[src/inc/bec_pkg.sv]
// block error checker: shared constants, register map and state encodings
// assumes a 50 MHz system clock and an AXI4-Lite master with 32-bit data
package bec_pkg;
    // clock and timing
    localparam int SYS_CLK_HZ = 50_000_000;
    localparam int SYS_PERIOD_NS = 20;
    localparam int CLK_TO_NS = 1600;
    localparam int CLK_TO_CYC_I = (CLK_TO_NS + SYS_PERIOD_NS - 1) / SYS_PERIOD_NS;
    localparam logic [7:0] CLK_TO_CYC = CLK_TO_CYC_I[7:0];
    localparam int TMO_MS = 100;
    localparam logic [6:0] DATA_TO_BITS = 7'h40;
    localparam logic [2:0] SYNC_LOSS_BLKS = 3'h4;

    // register byte offsets
    localparam logic [5:0] OFS_CTRL = 6'h00;
    localparam logic [5:0] OFS_MAXBLK = 6'h04;
    localparam logic [5:0] OFS_MAXERR = 6'h08;
    localparam logic [5:0] OFS_TMO = 6'h0C;
    localparam logic [5:0] OFS_GDIV = 6'h10;
    localparam logic [5:0] OFS_GDEN = 6'h14;
    localparam logic [5:0] OFS_GRDLY = 6'h18;
    localparam logic [5:0] OFS_GERR = 6'h1C;
    localparam logic [5:0] OFS_STAT = 6'h20;
    localparam logic [5:0] OFS_BLKCNT = 6'h24;
    localparam logic [5:0] OFS_ERRCNT = 6'h28;

    // control bits
    localparam int CB_RUN = 0;
    localparam int CB_ST = 1;
    localparam int CB_INV = 2;
    localparam int CB_DENLO = 3;
    localparam int CB_MSB = 4;
    localparam int CB_RST = 5;
    localparam int CB_PRBS = 6;
    localparam logic [1:0] PRBS_9 = 2'h0;

    // reset values
    localparam logic [31:0] CTRL_RST = 32'h0000_0000;
    localparam logic [31:0] MAXBLK_RST = 32'h0001_86A0;
    localparam logic [31:0] MAXERR_RST = 32'h0000_0064;
    localparam logic [31:0] GDIV_RST = 32'h0000_0003;
    localparam logic [31:0] GDEN_RST = 32'h03E8_03E8;
    localparam logic [31:0] GRDLY_RST = 32'h0000_03E8;
    localparam logic [31:0] GERR_RST = 32'h0000_0000;

    // termination cause bits
    localparam int TC_BLK = 0;
    localparam int TC_ERR = 1;
    localparam int TC_TMO = 2;

    // checksum
    localparam int CRC_W = 16;
    localparam logic [15:0] CRC_POLY = 16'h1021;
    localparam logic [15:0] CRC_INIT = 16'hFFFF;
    localparam logic [4:0] CRC_LAST = 5'h0F;

    // sequence taps
    localparam int P9_A = 8;
    localparam int P9_B = 4;
    localparam int P15_A = 14;
    localparam int P15_B = 13;
    localparam int P23_A = 22;
    localparam int P23_B = 17;
    localparam logic [22:0] PRBS_SEED = 23'h7F_FFFF;
    localparam logic [15:0] RND_SEED = 16'hACE1;

    // pin indexes
    localparam int PIN_CLK = 0;
    localparam int PIN_DAT = 1;
    localparam int PIN_DEN = 2;
    localparam int PIN_RST = 3;

    // bus responses
    localparam logic [1:0] RESP_OKAY = 2'h0;
    localparam logic [1:0] RESP_SLVERR = 2'h2;

    typedef enum logic [2:0] {CHK_DATA = 3'h1, CHK_CRC = 3'h2, CHK_SKIP = 3'h4} bec_chk_e;
    typedef enum logic [2:0] {GEN_WAIT = 3'h1, GEN_ON = 3'h2, GEN_OFF = 3'h4} bec_gen_e;
endpackage

[src/hdl/bec_crc16.sv]
// bitwise 16-bit checksum register, msb-first shift
// assumes clr and en come from logic on sys_clk_i
`timescale 1ns/1ps
`default_nettype none
module bec_crc16 (
    // clock and reset
    input wire logic sys_clk_i,
    input wire logic nrst_i,
    // control
    input wire logic clr_i,
    input wire logic en_i,
    input wire logic bit_i,
    // result
    output logic [15:0] crc_o
);
    import bec_pkg::*;

    typedef struct packed {
        logic [15:0] crc;
    } bec_crc_s;

    bec_crc_s q;
    bec_crc_s d;

    // clear wins; otherwise fold one bit in
    always_comb begin
        d = q;
        if (clr_i) begin
            d.crc = CRC_INIT;
        end else if (en_i) begin
            d.crc = {q.crc[14:0], 1'b0} ^ ((bit_i ^ q.crc[15]) ? CRC_POLY : 16'h0000);
        end
    end

    always_ff @(posedge sys_clk_i or negedge nrst_i) begin
        if (!nrst_i) begin
            q.crc <= CRC_INIT;
        end else begin
            q <= d;
        end
    end

    assign crc_o = q.crc;
endmodule
`default_nettype wire

[src/hdl/bec_top.sv]
// block error checker with self-test generator and AXI4-Lite registers
// assumes link pins are asynchronous and sampled by sys_clk_i
`timescale 1ns/1ps
`default_nettype none
module bec_top #(
    parameter int TMO_CYC = bec_pkg::TMO_MS * (bec_pkg::SYS_CLK_HZ / 1000)
) (
    // clock and reset
    input wire logic sys_clk_i,
    input wire logic nrst_i,
    // axi4-lite write
    input wire logic [5:0] s_axi_awaddr_i,
    input wire logic s_axi_awvalid_i,
    output logic s_axi_awready_o,
    input wire logic [31:0] s_axi_wdata_i,
    input wire logic [3:0] s_axi_wstrb_i,
    input wire logic s_axi_wvalid_i,
    output logic s_axi_wready_o,
    output logic [1:0] s_axi_bresp_o,
    output logic s_axi_bvalid_o,
    input wire logic s_axi_bready_i,
    // axi4-lite read
    input wire logic [5:0] s_axi_araddr_i,
    input wire logic s_axi_arvalid_i,
    output logic s_axi_arready_o,
    output logic [31:0] s_axi_rdata_o,
    output logic [1:0] s_axi_rresp_o,
    output logic s_axi_rvalid_o,
    input wire logic s_axi_rready_i,
    // link inputs
    input wire logic link_clk_i,
    input wire logic link_data_i,
    input wire logic link_den_i,
    input wire logic link_restart_i,
    // self-test outputs
    output logic st_clk_o,
    output logic st_data_o,
    output logic st_den_o
);
    import bec_pkg::*;

    typedef struct packed {
        logic [3:0] s1;
        logic [3:0] s2;
        logic clk_d;
        logic rst_d;
        logic awready;
        logic wready;
        logic aw_have;
        logic w_have;
        logic [5:0] awaddr;
        logic [31:0] wdata;
        logic [3:0] wstrb;
        logic bvalid;
        logic [1:0] bresp;
        logic arready;
        logic rvalid;
        logic [1:0] rresp;
        logic [31:0] rdata;
        logic [31:0] ctrl;
        logic [31:0] maxblk;
        logic [31:0] maxerr;
        logic [31:0] tmo;
        logic [31:0] gdiv;
        logic [31:0] gden_t;
        logic [31:0] grdly;
        logic [31:0] gerr;
        bec_chk_e cst;
        logic [4:0] ccnt;
        logic [15:0] rx;
        logic [31:0] blkcnt;
        logic [31:0] errcnt;
        logic [31:0] tcnt;
        logic [7:0] clk_idle;
        logic [6:0] dat_idle;
        logic last_bit;
        logic [2:0] badrun;
        logic sync;
        logic running;
        logic [2:0] term;
        bec_gen_e gst;
        logic [7:0] gdivc;
        logic gclk;
        logic gdat;
        logic gden;
        logic [15:0] gcnt;
        logic [22:0] prbs;
        logic [15:0] rnd;
        logic [15:0] gsh;
        logic gload;
        logic rst_pend;
    } bec_st_s;

    bec_st_s q;
    bec_st_s d;

    logic inv_eff, link_edge, rx_bit, user_bit, blk_done, blk_bad, gtick, rst_edge;
    logic prbs_fb, err_inj, crc_clr, crc_en, gcrc_clr, gcrc_en;
    logic [15:0] crc_q, gcrc_q, rx_word;
    logic [31:0] stat_w;

    // byte order of the checksum field
    function automatic logic [15:0] bec_ord(input logic msb, input logic [15:0] w);
        bec_ord = msb ? w : {w[7:0], w[15:8]};
    endfunction

    // byte-lane merge for writes
    function automatic logic [31:0] bec_wr(input logic [31:0] o, input logic [31:0] n, input logic [3:0] s);
        logic [31:0] r;
        r = o;
        for (int b = 0; b < 4; b++) begin
            if (s[b]) begin
                r[b*8 +: 8] = n[b*8 +: 8];
            end
        end
        bec_wr = r;
    endfunction

    ////////////////////////////////////////////////////////////////////////////////
    // derived terms
    assign inv_eff = q.ctrl[CB_INV] ^ (q.ctrl[CB_PRBS +: 2] != PRBS_9);
    assign link_edge = q.s2[PIN_CLK] & ~q.clk_d;
    assign rx_bit = q.s2[PIN_DAT] ^ inv_eff;
    assign user_bit = q.s2[PIN_DEN] ^ q.ctrl[CB_DENLO];
    assign rx_word = {q.rx[14:0], rx_bit};
    assign blk_done = link_edge && (q.cst == CHK_CRC) && (q.ccnt == CRC_LAST);
    assign blk_bad = bec_ord(q.ctrl[CB_MSB], rx_word) != crc_q;
    assign gtick = q.ctrl[CB_ST] && (q.gdivc == 8'h00) && q.gclk;
    assign rst_edge = q.s2[PIN_RST] & ~q.rst_d;
    assign err_inj = q.rnd < q.gerr[15:0];
    assign stat_w = {25'h0, q.term, q.running, q.sync, (q.dat_idle < DATA_TO_BITS), (q.clk_idle < CLK_TO_CYC)};

    // sequence feedback for the selected length
    always_comb begin
        unique case (q.ctrl[CB_PRBS +: 2])
            2'h1: prbs_fb = q.prbs[P15_A] ^ q.prbs[P15_B];
            2'h2: prbs_fb = q.prbs[P23_A] ^ q.prbs[P23_B];
            default: prbs_fb = q.prbs[P9_A] ^ q.prbs[P9_B];
        endcase
    end

    // checksum registers for receive and generate paths
    bec_crc16 u_crc_rx (
        .sys_clk_i(sys_clk_i),
        .nrst_i(nrst_i),
        .clr_i(crc_clr),
        .en_i(crc_en),
        .bit_i(rx_bit),
        .crc_o(crc_q)
    );

    bec_crc16 u_crc_gen (
        .sys_clk_i(sys_clk_i),
        .nrst_i(nrst_i),
        .clr_i(gcrc_clr),
        .en_i(gcrc_en),
        .bit_i(prbs_fb),
        .crc_o(gcrc_q)
    );

    ////////////////////////////////////////////////////////////////////////////////
    // next-state logic
    always_comb begin
        d = q;
        crc_clr = 1'b0;
        crc_en = 1'b0;
        gcrc_clr = 1'b0;
        gcrc_en = 1'b0;
        // two-stage pin synchronisers
        d.s1 = {link_restart_i, link_den_i, link_data_i, link_clk_i};
        d.s2 = q.s1;
        d.clk_d = q.s2[PIN_CLK];
        d.rst_d = q.s2[PIN_RST];

        // receive path, one step per link clock rising edge
        if (link_edge) begin
            d.clk_idle = 8'h00;
            d.last_bit = rx_bit;
            if (rx_bit != q.last_bit) begin
                d.dat_idle = 7'h00;
            end else if (q.dat_idle != DATA_TO_BITS) begin
                d.dat_idle = q.dat_idle + 7'h01;
            end
            unique case (q.cst)
                CHK_DATA: begin
                    if (user_bit) begin
                        crc_en = 1'b1;
                    end else begin
                        d.rx = rx_word;
                        d.ccnt = 5'h01;
                        d.cst = CHK_CRC;
                    end
                end
                CHK_CRC: begin
                    d.rx = rx_word;
                    d.ccnt = q.ccnt + 5'h01;
                    if (q.ccnt == CRC_LAST) begin
                        d.cst = CHK_SKIP;
                        crc_clr = 1'b1;
                    end
                end
                CHK_SKIP: begin
                    if (user_bit) begin
                        crc_en = 1'b1;
                        d.cst = CHK_DATA;
                    end
                end
            endcase
        end else if (q.clk_idle != CLK_TO_CYC) begin
            d.clk_idle = q.clk_idle + 8'h01;
        end
        if (q.clk_idle == CLK_TO_CYC) begin
            d.dat_idle = DATA_TO_BITS; // no clock means no data seen
        end

        // block verdict, sync tracking and counters
        if (blk_done) begin
            if (!blk_bad) begin
                d.sync = 1'b1;
                d.badrun = 3'h0;
            end else if (q.badrun == SYNC_LOSS_BLKS - 3'h1) begin
                d.sync = 1'b0;
            end else begin
                d.badrun = q.badrun + 3'h1;
            end
            if (q.running) begin
                d.blkcnt = q.blkcnt + 32'h1;
                if (blk_bad) begin
                    d.errcnt = q.errcnt + 32'h1;
                end
            end
        end

        // termination checks
        if (q.running) begin
            d.tcnt = q.tcnt + 32'h1;
            if (d.tcnt >= q.tmo) begin
                d.term[TC_TMO] = 1'b1;
            end
            if (blk_done && d.blkcnt >= q.maxblk) begin
                d.term[TC_BLK] = 1'b1;
            end
            if (blk_done && d.errcnt >= q.maxerr) begin
                d.term[TC_ERR] = 1'b1;
            end
            if (d.term != 3'h0) begin
                d.running = 1'b0;
            end
        end

        // self-test clock divider
        if (!q.ctrl[CB_ST]) begin
            d.gclk = 1'b0;
            d.gdivc = q.gdiv[7:0];
            d.gst = GEN_ON;
            d.gcnt = 16'h0000;
            d.gden = q.ctrl[CB_DENLO];
            d.gdat = 1'b0;
            gcrc_clr = 1'b1;
        end else if (q.gdivc == 8'h00) begin
            d.gdivc = q.gdiv[7:0];
            d.gclk = ~q.gclk;
        end else begin
            d.gdivc = q.gdivc - 8'h01;
        end
        d.rst_pend = (q.rst_pend & ~gtick) | (rst_edge & q.ctrl[CB_RST]);
        if (q.gload) begin
            d.gsh = bec_ord(q.ctrl[CB_MSB], gcrc_q);
            d.gload = 1'b0;
        end

        // self-test generator, one bit per falling edge of its clock
        if (gtick) begin
            d.prbs = {q.prbs[21:0], prbs_fb};
            d.rnd = {q.rnd[14:0], q.rnd[15] ^ q.rnd[13] ^ q.rnd[12] ^ q.rnd[10]};
            d.gdat = prbs_fb ^ inv_eff;
            d.gden = q.ctrl[CB_DENLO];
            d.gcnt = q.gcnt + 16'h0001;
            if (q.rst_pend) begin
                d.gst = GEN_WAIT;
                d.gcnt = 16'h0000;
            end else begin
                unique case (q.gst)
                    GEN_WAIT: begin
                        if (d.gcnt >= q.grdly[15:0]) begin
                            d.gst = GEN_ON;
                            d.gcnt = 16'h0000;
                            gcrc_clr = 1'b1;
                        end
                    end
                    GEN_ON: begin
                        d.gden = ~q.ctrl[CB_DENLO];
                        d.gdat = prbs_fb ^ inv_eff ^ err_inj;
                        gcrc_en = 1'b1;
                        if (d.gcnt >= q.gden_t[15:0]) begin
                            d.gst = GEN_OFF;
                            d.gcnt = 16'h0000;
                            d.gload = 1'b1;
                        end
                    end
                    GEN_OFF: begin
                        if (q.gcnt < CRC_W) begin
                            d.gdat = q.gsh[15] ^ inv_eff;
                            d.gsh = {q.gsh[14:0], 1'b0};
                        end
                        if (d.gcnt >= q.gden_t[31:16]) begin
                            d.gst = GEN_ON;
                            d.gcnt = 16'h0000;
                            gcrc_clr = 1'b1;
                        end
                    end
                endcase
            end
        end

        // axi write channel, address and data in either order
        if (s_axi_awvalid_i && q.awready) begin
            d.aw_have = 1'b1;
            d.awaddr = s_axi_awaddr_i;
        end
        if (s_axi_wvalid_i && q.wready) begin
            d.w_have = 1'b1;
            d.wdata = s_axi_wdata_i;
            d.wstrb = s_axi_wstrb_i;
        end
        if (q.bvalid && s_axi_bready_i) begin
            d.bvalid = 1'b0;
        end
        if (q.aw_have && q.w_have && !q.bvalid) begin
            d.aw_have = 1'b0;
            d.w_have = 1'b0;
            d.bvalid = 1'b1;
            d.bresp = RESP_OKAY;
            unique case (q.awaddr)
                OFS_CTRL: begin
                    d.ctrl = bec_wr(q.ctrl, q.wdata, q.wstrb);
                    if (d.ctrl[CB_RUN] && !q.running) begin
                        d.running = 1'b1; // restart clears the results
                        d.term = 3'h0;
                        d.tcnt = 32'h0;
                        d.blkcnt = 32'h0;
                        d.errcnt = 32'h0;
                    end else if (!d.ctrl[CB_RUN]) begin
                        d.running = 1'b0;
                    end
                end
                OFS_MAXBLK: d.maxblk = bec_wr(q.maxblk, q.wdata, q.wstrb);
                OFS_MAXERR: d.maxerr = bec_wr(q.maxerr, q.wdata, q.wstrb);
                OFS_TMO: d.tmo = bec_wr(q.tmo, q.wdata, q.wstrb);
                OFS_GDIV: d.gdiv = bec_wr(q.gdiv, q.wdata, q.wstrb);
                OFS_GDEN: d.gden_t = bec_wr(q.gden_t, q.wdata, q.wstrb);
                OFS_GRDLY: d.grdly = bec_wr(q.grdly, q.wdata, q.wstrb);
                OFS_GERR: d.gerr = bec_wr(q.gerr, q.wdata, q.wstrb);
                default: d.bresp = RESP_SLVERR;
            endcase
        end
        d.awready = !d.aw_have && !d.bvalid;
        d.wready = !d.w_have && !d.bvalid;

        // axi read channel
        if (q.rvalid && s_axi_rready_i) begin
            d.rvalid = 1'b0;
        end
        if (s_axi_arvalid_i && q.arready) begin
            d.rvalid = 1'b1;
            d.rresp = RESP_OKAY;
            unique case (s_axi_araddr_i)
                OFS_CTRL: d.rdata = q.ctrl;
                OFS_MAXBLK: d.rdata = q.maxblk;
                OFS_MAXERR: d.rdata = q.maxerr;
                OFS_TMO: d.rdata = q.tmo;
                OFS_GDIV: d.rdata = q.gdiv;
                OFS_GDEN: d.rdata = q.gden_t;
                OFS_GRDLY: d.rdata = q.grdly;
                OFS_GERR: d.rdata = q.gerr;
                OFS_STAT: d.rdata = stat_w;
                OFS_BLKCNT: d.rdata = q.blkcnt;
                OFS_ERRCNT: d.rdata = q.errcnt;
                default: begin
                    d.rdata = 32'h0;
                    d.rresp = RESP_SLVERR;
                end
            endcase
        end
        d.arready = !d.rvalid;
    end

    ////////////////////////////////////////////////////////////////////////////////
    // state register
    always_ff @(posedge sys_clk_i or negedge nrst_i) begin
        if (!nrst_i) begin
            q <= '0;
            q.cst <= CHK_DATA;
            q.gst <= GEN_ON;
            q.ctrl <= CTRL_RST;
            q.maxblk <= MAXBLK_RST;
            q.maxerr <= MAXERR_RST;
            q.tmo <= 32'(TMO_CYC);
            q.gdiv <= GDIV_RST;
            q.gden_t <= GDEN_RST;
            q.grdly <= GRDLY_RST;
            q.gerr <= GERR_RST;
            q.prbs <= PRBS_SEED;
            q.rnd <= RND_SEED;
            q.clk_idle <= CLK_TO_CYC;
            q.dat_idle <= DATA_TO_BITS;
        end else begin
            q <= d;
        end
    end

    // outputs straight from the state register
    assign s_axi_awready_o = q.awready;
    assign s_axi_wready_o = q.wready;
    assign s_axi_bvalid_o = q.bvalid;
    assign s_axi_bresp_o = q.bresp;
    assign s_axi_arready_o = q.arready;
    assign s_axi_rvalid_o = q.rvalid;
    assign s_axi_rresp_o = q.rresp;
    assign s_axi_rdata_o = q.rdata;
    assign st_clk_o = q.gclk;
    assign st_data_o = q.gdat;
    assign st_den_o = q.gden;
endmodule
`default_nettype wire

[config.mk]
export PLATFORM = sky130hd
export DESIGN_NAME = bec_top
export DESIGN_NICKNAME = d
export VERILOG_FILES = /design/src/inc/bec_pkg.sv /design/src/hdl/bec_crc16.sv /design/src/hdl/bec_top.sv
export SDC_FILE = /design/constraint.sdc
export NUM_CORES = 1
export LEC_CHECK = 0
export BUFFER_PORTS_ARGS = -buffer_cell sky130_fd_sc_hd__buf_2
export CAP_MARGIN = 10
export CORE_MARGIN = 5
export CORE_UTILIZATION = 32
export CTS_CLUSTER_SIZE = 30
export DETAILED_ROUTE_END_ITERATION = 6
export PLACE_DENSITY_LB_ADDON = 0.3
export SLEW_MARGIN = 20
export SYNTH_ARGS = -nofsm -noshare
export SYNTH_HDL_FRONTEND = slang
export SYNTH_SLANG_ARGS = --single-unit
[constraint.sdc]
create_clock -name sys_clk_i -period 5.8 [get_ports sys_clk_i]
set_clock_uncertainty 0.1 [all_clocks]
set_input_delay 0.87 -clock sys_clk_i [delete_from_list [all_inputs] [get_ports sys_clk_i]]
set_output_delay 0.87 -clock sys_clk_i [all_outputs]
set_load 0.05 [all_outputs]
==> impl_results.md <==
- WP buf/inv: 1
- Setup-failing EPs final: 0
- Die Y: 329 um
- Actual slew at the worst max-slew pin: 1070 ps
- Core ar.: 101000 um2
- Fraction of layout cells with a size suffix above 1: 22.1%
- Die area: 108000 um2
- Fmax: 0.205 GHz
- P_leak: 0.0166 uW
- Most used cell, CP: ha_1
- Grt ovf: 0
- Crit path cell chain: ha_1 > and3_1 > ha_1 > and4bb_2 > nand3_2 > buf_4 > or3_4 > or2_1 > or3_1 > nor2_1 > xor2_1 > ha_1 > a21o_1 > a21o_1 > a21oi_1 > o21ai_0 > a22oi_1 > o31ai_1 > a2111o_1 > o21ai_0
- R2R Setup Slk: 910 ps
- Sequential area share after synthesis: 47.3%
- Slowest-stage cell, CP: or3_4
- Crit. Startpoint: q[223]$_DFFE_PN0P_
- H-tree depth: 3
- Pwr Total: 15100 uW
- YS warnings: 0
- IO buf count: 100
- First-pass GRT wire length: 145 mm
- Mapped Area: 32600 um2
- CTS buffer count: 71
- MaxCap Viol Count: 0
- Antenna diodes: 0
- Worst Hold Class: in -> async
- Die X: 329 um
- Clock sinks: 611
- Final period utilization: 84.3%
- Post-Place Worst Slack: 989 ps
- Max-slew violation count: 0
- Vias in the first global route: 22944
- Commonest non-fill, non-tap cell in the layout: dfrtp_1
- Crit path max fanout: 14
- Delay-heaviest family, CP: simple AND/OR/NAND/NOR gates
- Crit path kind: reg -> reg
- Ys async rst share: 100%
- R2R Path Start: q[223]$_DFFE_PN0P_
- PostCTS Resize Cnt: 0
- Initial Util: 32.1%
- Max-Slew Margin vs Limit: 28.8%
- Outcome: finished clean
- Post-DR vias/cell: 5.16
- Hpwl dp: 69.1 mm
- TritonCTS clock tree: yes
- Setup ws final: 912 ps
- Most frequent cells in the layout: dfrtp_1 (505), nand2_1 (387), mux2_2 (269)
- Initial antenna violation count: 3
- FF+latch area: 15400 um2
- Worst setup EP type: register
- Main synth FF type: dfrtp_1
- # fillers: 10131
- Detail Route Antenna Nets: 0
- Final Hold Vio Count: 0
- Hold-fix buffers at CTS: 0
- Post-route DRC violation count: 0
- P&R area growth vs syn: 12.7%
- FF-to-FF path depth: 20
- Min Tclk post-route: 4890 ps
- Final #Nets: 3332
- Initial DRC Count: 1667
- Wire length per cell: 21.0 um
- CP peak stage delay: 450 ps
- Cell Pwr Density: 412 nW/um2
- Worst Setup EP: q[90]$_DFF_PN0_
- RD Place Congestion: 0.891
- Boundary pin count: 103
- Longest Clk Path Bufs: 3
- Syn_area_per_cell: 10.7 um2
- Clock Tree Root: clkbuf_16
- Vias post-DR: 23346
- Number of synthesized flops with an enable pin: 0
- Data required, critical path: 6230 ps
- Reg clk slew, reported paths: 60 ps
- Synth cell types: 78
- RSZ-0062 raised after global routing: no
- Synthesized instance count: 3055
- Clock Latency Late Sink: 620 ps
- FF+latch count, synth: 611
- Crit path DAT: 5320 ps
- Overall Global Routing Usage: 17.4%
- Postcts setup bufs: 0
- Final WL: 94.9 mm
- FF-to-FF End: q[90]$_DFF_PN0_
- Pin count of the biggest net entering global routing: 165
- Peak supply drop: 0.332 mV
- TritonRoute pass-1 iters: 5
- Area of the multi-input gates: 15700 um2
- Stages on worst setup path: 20
- Sum Neg Setup Slack: 0 ps
- Row count: 117
- Startpoint types: register
## worst min path at each step
stage | end | slack (ps)
2_1_floorplan | d[572]$_DFF_PN0_ | 230
3_3_place_gp | q[576]$_DFF_PN0_ | 240
3_5_place_dp | q[575]$_DFF_PN0_ | 240
4_1_cts | s_axi_arready_o$_DFF_PN0_ | 210
5_1_grt | d[574]$_DFF_PN0_ | 250
6_report | s_axi_arready_o$_DFF_PN0_ | 210
## power breakdown
part,internal [uW],switching (uW)
clock network,2660,1860
registers,5300,1270
logic,1750,2280
## registers in the layout, indices dropped and copies added, names as in the netlist
signal and count:
d 6, q 531, s_axi_arready_o 1, s_axi_awready_o 1
s_axi_bresp_o 1, s_axi_bvalid_o 1, s_axi_rdata_o 32, s_axi_rresp_o 1
s_axi_rvalid_o 1, s_axi_wready_o 1, st_clk_o 1, st_data_o 1
st_den_o 1, u_crc_gen.crc_o 16, u_crc_rx.crc_o 16
## through the flow
stage,hold slack [ps],cells,util [%],instance area (um2)
final,209,4524,36.2,36700
after floorplan,231,3056,-,32600
after global routing,251,4524,36.2,36700
after global placement,236,4393,33.9,34400
after detailed placement,240,4393,33.9,34400
after CTS,212,4524,36.2,36700
## area by class of cell
cell class / count / share of cell area, %
clock inverter: 24 / 0.688
timing repair buffer: 137 / 2.26
clock buffer: 107 / 5.65
sequential: 611 / 42.0
inverter: 184 / 1.88
multi-input combinational: 2093 / 42.9
tap: 1368 / 4.66
## cell usage after synthesis (5+ instances only)
| master | count | share of area (%) |
|---|---|---|
| dfrtp_1 | 506 | 39 |
| nand2_1 | 388 | 4.5 |
| mux2_2 | 269 | 9.3 |
| inv_1 | 184 | 2.1 |
| ha_1 | 175 | 6.7 |
| o21ai_0 | 152 | 2.3 |
| nor2_1 | 147 | 1.7 |
| clkbuf_1 | 106 | 1.2 |
| dfstp_2 | 105 | 8.5 |
| a21oi_1 | 77 | 1.2 |
| xnor2_1 | 76 | 2.0 |
| xor2_1 | 66 | 1.8 |
| nand3_1 | 64 | 0.98 |
| and2_1 | 60 | 1.2 |
| mux2i_1 | 53 | 1.6 |
| a21o_1 | 50 | 1.2 |
| nand4_1 | 45 | 0.86 |
| a22oi_1 | 39 | 0.90 |
| mux4_2 | 39 | 2.7 |
| a22o_1 | 37 | 0.99 |
| buf_4 | 37 | 0.85 |
| nor3_1 | 36 | 0.55 |
| and3_1 | 30 | 0.58 |
| nand2b_1 | 29 | 0.56 |
| a31oi_1 | 27 | 0.52 |
| nor2b_1 | 18 | 0.35 |
| a221oi_1 | 17 | 0.46 |
| a222oi_1 | 16 | 0.49 |
| nor4_1 | 16 | 0.31 |
| buf_1 | 14 | 0.16 |
| nor4bb_1 | 13 | 0.40 |
| a211oi_1 | 12 | 0.28 |
| a32o_1 | 12 | 0.37 |
| o211ai_1 | 12 | 0.28 |
| a41oi_1 | 10 | 0.27 |
| buf_2 | 10 | 0.15 |
| and4_1 | 9 | 0.24 |
| or2_2 | 9 | 0.17 |
| or3_1 | 9 | 0.17 |
| a221o_1 | 7 | 0.22 |
| o311ai_0 | 6 | 0.16 |
| o21a_1 | 5 | 0.12 |
| o31a_1 | 5 | 0.13 |
## kinds of logic after synthesis
| logic type | Yosys count | synth area share (%) |
|---|---|---|
| compound gates | 512 | 10.7 |
| xor+xnor | 144 | 3.92 |
| fa+ha+maj | 175 | 6.72 |
| buf+inv | 352 | 4.54 |
| flops | 611 | 47.3 |
| mux | 361 | 13.6 |
| other cells | 1 | 0.0115 |
| simple gates | 899 | 13.2 |
## layer usage
| layer | track usage, % | wire length [um] | up-vias |
|---|---|---|---|
| met3 | 2.61 | 4710 | 120 |
| met1 | 24.8 | 44800 | 11768 |
| met5 | 0 | 0 | - |
| met4 | 5.17 | 2490 | 0 |
| met2 | 27.4 | 42900 | 544 |
| li1 | - | - | 10914 |
Power figures use the tool's default switching activity.
